$ cat src/rtl/scp_pkg.sv
// constants shared by the strap and register configuration selector
package scp_pkg;

  // ****************************************************************
  // strap quantizer codes, ground upward
  // ****************************************************************
  localparam logic [1:0] LVL_GND = 2'h0; // ground
  localparam logic [1:0] LVL_LOW = 2'h1; // three-eighths or half supply
  localparam logic [1:0] LVL_HIGH = 2'h2; // five-eighths or five-sixths supply
  localparam logic [1:0] LVL_FULL = 2'h3; // full supply

  // ****************************************************************
  // register positions used by the selector
  // ****************************************************************
  localparam logic [4:0] ADDR_RESET_REG = 5'h00; // soft reset register
  localparam logic [4:0] ADDR_OVERRIDE_REG = 5'h0D; // override register
  localparam int OVERRIDE_BIT = 10; // override bit position
  localparam int SOFT_RESET_BIT = 10; // soft reset bit position

  // ****************************************************************
  // reset values
  // ****************************************************************
  localparam logic RST_OVERRIDE = 1'h0; // straps decide after reset
  localparam logic RST_GAIN = 1'h0; // 0 dB
  localparam logic RST_REF = 1'h0; // external reference
  localparam logic RST_PDN = 1'h0; // powered up
  localparam logic [1:0] RST_PATTERN = 2'h0; // normal conversion
  localparam logic [1:0] RST_CFG = 2'h0; // ground level codes

  // ****************************************************************
  // output test pattern selection
  // ****************************************************************
  typedef enum logic [1:0] {
    SCP_PAT_NORMAL,
    SCP_PAT_SYNC,
    SCP_PAT_DESKEW,
    SCP_PAT_OTHER
  } scp_pattern_type;

endpackage

$ cat src/rtl/scp_select.sv
// configuration selector between board straps and serial register bits
// Operation
// - straps configure device after power-up, no reset
// - override high lets registers replace first, second and fourth straps
// - power-down pin high forces global power down
// - combined mode gain needs override, else 0dB
// - combined mode reference from register bit only
// - combined mode patterns and power down from registers
// - strap-only clock/data pair picks pattern or power
// - global power down disables everything together
// - enable strap selects reference and coarse gain
// - first strap selects bit clock rate, width
// - second strap selects serialization and edge
// - fourth strap selects bit order and format
// - override is bit 10 of register 0x0D
// - soft reset restores defaults then self-clears
`timescale 1ns/1ps

module scp_select
  import scp_pkg::*;
(
  input wire logic ref_clk, // system clock, 100 MHz
  input wire logic nrst, // asynchronous reset, active low
  input wire logic serial_mode, // high: serial registers in use with straps
  input wire logic power_down_pin, // dedicated global power-down pin
  input wire logic [1:0] interface_width_strap, // quantized first strap
  input wire logic [1:0] serialize_factor_strap, // quantized second strap
  input wire logic [1:0] reserved_strap, // quantized third strap, unused
  input wire logic [1:0] bit_order_format_strap, // quantized fourth strap
  input wire logic [1:0] serial_select_gain_ref_strap, // quantized enable strap
  input wire logic serial_clock_pattern_strap, // clock pin level in strap mode
  input wire logic serial_data_pattern_strap, // data pin level in strap mode
  input wire logic reg_write, // one-cycle pulse: register word written
  input wire logic [4:0] reg_addr, // register address of the word
  input wire logic [10:0] reg_data, // register data of the word
  input wire logic reg_reset_pin, // register reset pin, active high
  input wire logic reg_override, // override register bit value
  input wire logic reg_coarse_gain, // coarse gain register bit
  input wire logic reg_ref_internal, // reference select register bit
  input wire logic reg_global_pdn, // global power-down register bit
  input wire logic [1:0] reg_patterns, // test pattern register field
  input wire logic [1:0] reg_interface_width, // register replacement, first strap
  input wire logic [1:0] reg_serialize_factor, // register replacement, second strap
  input wire logic [1:0] reg_bit_order_format, // register replacement, fourth strap
  output logic override_q, // held override bit
  output logic global_pdn_q, // global power down of all blocks
  output logic channels_enable_q, // converter channels enabled
  output logic refs_enable_q, // internal references enabled
  output logic pll_enable_q, // clock-multiplying loop enabled
  output logic out_buf_enable_q, // output buffers enabled
  output logic coarse_gain_q, // 1: 3.5 dB, 0: 0 dB
  output logic ref_internal_q, // 1: internal reference
  output scp_pattern_type pattern_q, // output pattern selection
  output logic two_wire_q, // 1: two-wire output
  output logic ddr_clock_q, // 1: double-rate bit clock
  output logic ser16_q, // 1: 16x, 0: 14x serialization
  output logic rising_capture_q, // 1: rising-edge capture
  output logic lsb_first_q, // 1: LSB first
  output logic offset_binary_q // 1: offset binary, 0: two's complement
);

  // ****************************************************************
  // held override bit with soft and pin reset
  // ****************************************************************
  logic override_d; // next override value
  logic soft_reset; // one-cycle soft reset request

  // soft reset is a write with bit 10 set; the bit itself is never stored,
  // so it reads back low the cycle after
  always_comb
  begin
    soft_reset = reg_write && (reg_addr == ADDR_RESET_REG) && reg_data[SOFT_RESET_BIT];
    override_d = override_q;
    if (reg_reset_pin || soft_reset)
    begin
      override_d = RST_OVERRIDE; // defaults restored
    end
    else if (reg_write && (reg_addr == ADDR_OVERRIDE_REG))
    begin
      override_d = reg_data[OVERRIDE_BIT];
    end
    else if (!reg_write)
    begin
      override_d = override_q | (reg_override & 1'h0); // hold
    end
  end

  always_ff @(posedge ref_clk or negedge nrst)
  begin
    if (!nrst)
    begin
      override_q <= RST_OVERRIDE;
    end
    else
    begin
      override_q <= override_d;
    end
  end

  // ****************************************************************
  // selection of every function
  // ****************************************************************
  logic pdn_d; // next global power down
  logic gain_d; // next coarse gain
  logic ref_d; // next reference select
  scp_pattern_type pat_d; // next pattern
  logic [1:0] w_code; // effective first strap code
  logic [1:0] s_code; // effective second strap code
  logic [1:0] f_code; // effective fourth strap code
  logic two_wire_d; // next two-wire
  logic ddr_d; // next double rate
  logic ser16_d; // next 16x
  logic rise_d; // next rising capture
  logic lsb_d; // next lsb first
  logic ob_d; // next offset binary

  // straps are static level codes, so they are decoded directly each cycle
  // and no reset sequence is needed to configure after power-up
  always_comb
  begin
    // strap or register code per override
    w_code = override_q ? reg_interface_width : interface_width_strap;
    s_code = override_q ? reg_serialize_factor : serialize_factor_strap;
    f_code = override_q ? reg_bit_order_format : bit_order_format_strap;
    // first strap, half-supply level is unused and kept as default
    case (w_code)
      LVL_HIGH:
      begin
        two_wire_d = 1'h1;
        ddr_d = 1'h0;
      end
      LVL_FULL:
      begin
        two_wire_d = 1'h1;
        ddr_d = 1'h1;
      end
      default:
      begin
        two_wire_d = 1'h0;
        ddr_d = 1'h1;
      end
    endcase
    // second strap
    ser16_d = (s_code == LVL_LOW) || (s_code == LVL_HIGH);
    // edge only matters in two-wire single rate
    rise_d = (s_code[1]) && two_wire_d && !ddr_d;
    // fourth strap
    lsb_d = f_code[1];
    ob_d = (f_code == LVL_LOW) || (f_code == LVL_HIGH);
    if (serial_mode)
    begin
      gain_d = override_q ? reg_coarse_gain : 1'h0;
      ref_d = reg_ref_internal;
      pat_d = scp_pattern_type'(reg_patterns);
      pdn_d = reg_global_pdn;
    end
    else
    begin
      // enable strap
      gain_d = (serial_select_gain_ref_strap == LVL_LOW) ||
               (serial_select_gain_ref_strap == LVL_HIGH);
      ref_d = serial_select_gain_ref_strap[1];
      // clock/data pair
      case ({serial_clock_pattern_strap, serial_data_pattern_strap})
        2'h1: pat_d = SCP_PAT_SYNC;
        2'h3: pat_d = SCP_PAT_DESKEW;
        default: pat_d = SCP_PAT_NORMAL;
      endcase
      pdn_d = (serial_clock_pattern_strap && !serial_data_pattern_strap);
    end
    if (power_down_pin)
    begin
      pdn_d = 1'h1; // pin wins
    end
  end

  // registered outputs; power down gates all blocks together
  always_ff @(posedge ref_clk or negedge nrst)
  begin
    if (!nrst)
    begin
      global_pdn_q <= RST_PDN;
      channels_enable_q <= 1'h1;
      refs_enable_q <= 1'h1;
      pll_enable_q <= 1'h1;
      out_buf_enable_q <= 1'h1;
      coarse_gain_q <= RST_GAIN;
      ref_internal_q <= RST_REF;
      pattern_q <= SCP_PAT_NORMAL;
      two_wire_q <= 1'h0;
      ddr_clock_q <= 1'h1;
      ser16_q <= 1'h0;
      rising_capture_q <= 1'h0;
      lsb_first_q <= 1'h0;
      offset_binary_q <= 1'h0;
    end
    else
    begin
      global_pdn_q <= pdn_d;
      channels_enable_q <= !pdn_d;
      refs_enable_q <= !pdn_d;
      pll_enable_q <= !pdn_d;
      out_buf_enable_q <= !pdn_d;
      coarse_gain_q <= gain_d;
      ref_internal_q <= ref_d;
      pattern_q <= pat_d;
      two_wire_q <= two_wire_d;
      ddr_clock_q <= ddr_d;
      ser16_q <= ser16_d;
      rising_capture_q <= rise_d;
      lsb_first_q <= lsb_d;
      offset_binary_q <= ob_d;
    end
  end
endmodule
$ cat config.mk
export PLATFORM = sky130hd
export DESIGN_NAME = scp_select
export DESIGN_NICKNAME = d
export VERILOG_FILES = /design/src/rtl/scp_pkg.sv /design/src/rtl/scp_select.sv
export SDC_FILE = /design/constraint.sdc
export NUM_CORES = 1
export LEC_CHECK = 0
export ABC_AREA = 1
export BUFFER_PORTS_ARGS = -buffer_cell sky130_fd_sc_hd__buf_2
export CAP_MARGIN = 20
export CORE_MARGIN = 5
export CORE_UTILIZATION = 32
export DETAILED_ROUTE_END_ITERATION = 7
export HOLD_SLACK_MARGIN = 0.06
export PLACE_DENSITY_LB_ADDON = 0.3
export SLEW_MARGIN = 20
export SYNTH_ARGS = -nofsm -noshare
export SYNTH_HDL_FRONTEND = slang
export SYNTH_SLANG_ARGS = --single-unit
$ cat constraint.sdc
create_clock -name ref_clk -period 0.9 [get_ports ref_clk]
set_input_delay 0.18 -clock ref_clk [delete_from_list [all_inputs] [get_ports ref_clk]]
set_output_delay 0.18 -clock ref_clk [all_outputs]
set_load 0.01 [all_outputs]
==> run metrics <==
total gr overflow=0; post-synth cell types=18; Num Clock Sinks=13; CP Launch Type=flip-flop; Area Growth Syn to Fin=67.5%; vias per inst=roughly 4.2; initial core utilization=~34%; Worst path slowest cell=dfstp_2; kind of critical path=flip-flop to output pin; nets=184; Worst path max stage delay=roughly 0.54 ns; cells along the critical path=buf_2; Bufs and invs on worst path=1; Rows=16; antenna violations before repair=0; worst IR drop on VDD=roughly 570 uV; die width=55.5 um; WL final=about 1.7 mm; TritonCTS clock tree=built; crit path capture type=output pin; min Tclk post-route=1.12 ns; die area=between 3000 and 4000 um^2; family with the most delay on the worst path=flip-flops; CTS Buffer Depth=2; Req. time, crit path=between 0.7 and 0.8 ns; skew final=~0.0027 ns; Post-Layout Inst Area=between 1000 and 1500 um^2; Core ar.=roughly 2000 um^2; IO buf count=48; slew of the pin with the lowest slew margin=approximately 0.28 ns; total chip power=1.27 mW; # hold bufs at CTS=1; Final GP Congestion=around 0.73; drt pass-1 iters=3; wire per inst=between 10 and 15 um; leakage power=between 0.6 and 0.7 nW; Final Max Tran Viols=0; cts bufs inserted=3; Iter 0 DRT Violations=1; syn_nets=128; Placed Area=between 900 and 1000 um^2; Final HPWL DP=about 1.3 mm; Rel. slew slack=just over 80%; Inserted Diodes=0; Worst-Skew Late Latency=about 0.27 ns; cell count after synthesis=82; Max-cap violations=0; syn avg cell area=roughly 8.1 um^2; # IOs=62; CP Max Fanout=4; Mapped Area=between 600 and 700 um^2; status=finished with violations; layout cell share with drive strength beyond 1=~56%; pin count of the biggest net entering global routing=14; crit share post-route=124%; Residual DRC=0; most common cell after layout, fill and taps aside=buf_2; class of the worst hold path=primary input to flip-flop; failing checks=setup timing; GRT Total Usage=about a tenth; Root Driver=clkbuf_4; FF+latch count, synth=13; Setup-failing EPs final=23; Final Hold Violating Endpoints=0; setup ws final=-0.216 ns; vias in the first global route=around 660; most frequent cells in the layout=buf_2, inv_1, nand2_1, dfrtp_1, buf_6; vias after detailed routing=696; Vert. Die Dim=55.5 um; Ys Warns=0; Fmax achieved=~900 MHz; post-synthesis sequential area ratio=49.5%; H-Tree Depth=1; first-pass GRT wire length=between 2 and 3 mm; total negative slack=-2.24 ns; CP arrival=between 0.9 and 1 ns; Pwr Density=between 1000 and 1500 nW/um^2; Final ANT Viol Nets=0; clk slew on worst S/H paths=roughly 0.07 ns; RSZ-0062 raised after global routing=yes
[worst paths after layout]
check,from,depth (start not counted),to,slack [ns]
worst max-delay path,out_buf_enable_q,1,out_buf_enable_q,-0.22
max in group asynchronous,nrst,2,out_buf_enable_q,0.31
worst min-delay path,power_down_pin,2,out_buf_enable_q,0.04
worst max register to register,override_q,5,offset_binary_q,-0.15
min in group asynchronous,nrst,2,rising_capture_q,0.31
worst min register to register,override_q,4,rising_capture_q,0.68
[metal layers]
| layer | part of all wire [%] | GRT usage, % | vias up |
|---|---|---|---|
| li1 | - | - | 349 |
| met1 | 39 | 10.8 | 312 |
| met2 | 52 | 18.9 | 33 |
| met3 | 7.5 | 3.03 | 2 |
| met4 | 1.2 | 6.25 | 0 |
| met5 | 0 | 0 | - |
[logic make-up (layout without fill, tap and decap cells)]
family | Yosys count | in the layout | share of synthesized area (%)
compound gates | 9 | 9 | 8.32
xor+xnor | 3 | 3 | 3.97
buf+inv | 23 | 78 | 16.1
flops | 13 | 13 | 49.5
simple gates | 34 | 34 | 22.1
[flip-flops by register name, indices dropped and copies added (netlist names)]
signal / flops
global_pdn_q: 1
rising_capture_q: 1
override_q: 1
lsb_first_q: 1
offset_binary_q: 1
coarse_gain_q: 1
ref_internal_q: 1
ser16_q: 1
out_buf_enable_q: 1
two_wire_q: 1
ddr_clock_q: 1
pattern_q: 2
[report_power, final]
part,switching (mW),total (mW),internal (mW)
combinational,0.144,0.285,0.141
clock,0.174,0.345,0.171
sequential,0.0111,0.638,0.626
[metrics by stage]
stage | cells | utilization, % | setup WS, ns | hold WS [ns]
floorplan | 82 | - | -0.0311 | -0.116
finish | 164 | 56.5 | -0.216 | 0.0400
CTS | 162 | 52.3 | -0.230 | 0.0297
global route | 164 | 56.5 | -0.267 | 0.0323
global placement | 156 | 48.7 | -0.0524 | 0.0735
detailed placement | 156 | 48.7 | -0.0581 | 0.0791
[cell usage after synthesis, drive strengths merged]
cell type	count	area, um^2
o31ai	1	7.51
xnor2	3	26.3
inv	18	67.6
nor2	7	26.3
nand2	22	85.1
dfrtp	11	275
o21ai	7	42.5
nor3	1	10.0
nand3	4	25.0
a21oi	1	5.00
dfstp	2	52.6
buf	5	38.8
[final cells by class]
class | instances | area (um^2)
fillers | 189 | 853
repair buffers | 56 | 350
flip-flops and latches | 13 | 329
multi-input cells | 46 | 302
inverters | 18 | 67.6
well taps | 27 | 33.8
clock buffers | 4 | 26.3
[timing repair]
item	CTS	global route
gates resized for setup	5	16
pin swaps	1	7
endpoints found under the hold margin	14	1
setup buffers	1	2
endpoints found under the setup margin	19	24
Note: power is estimated with default switching activity, not from simulation.
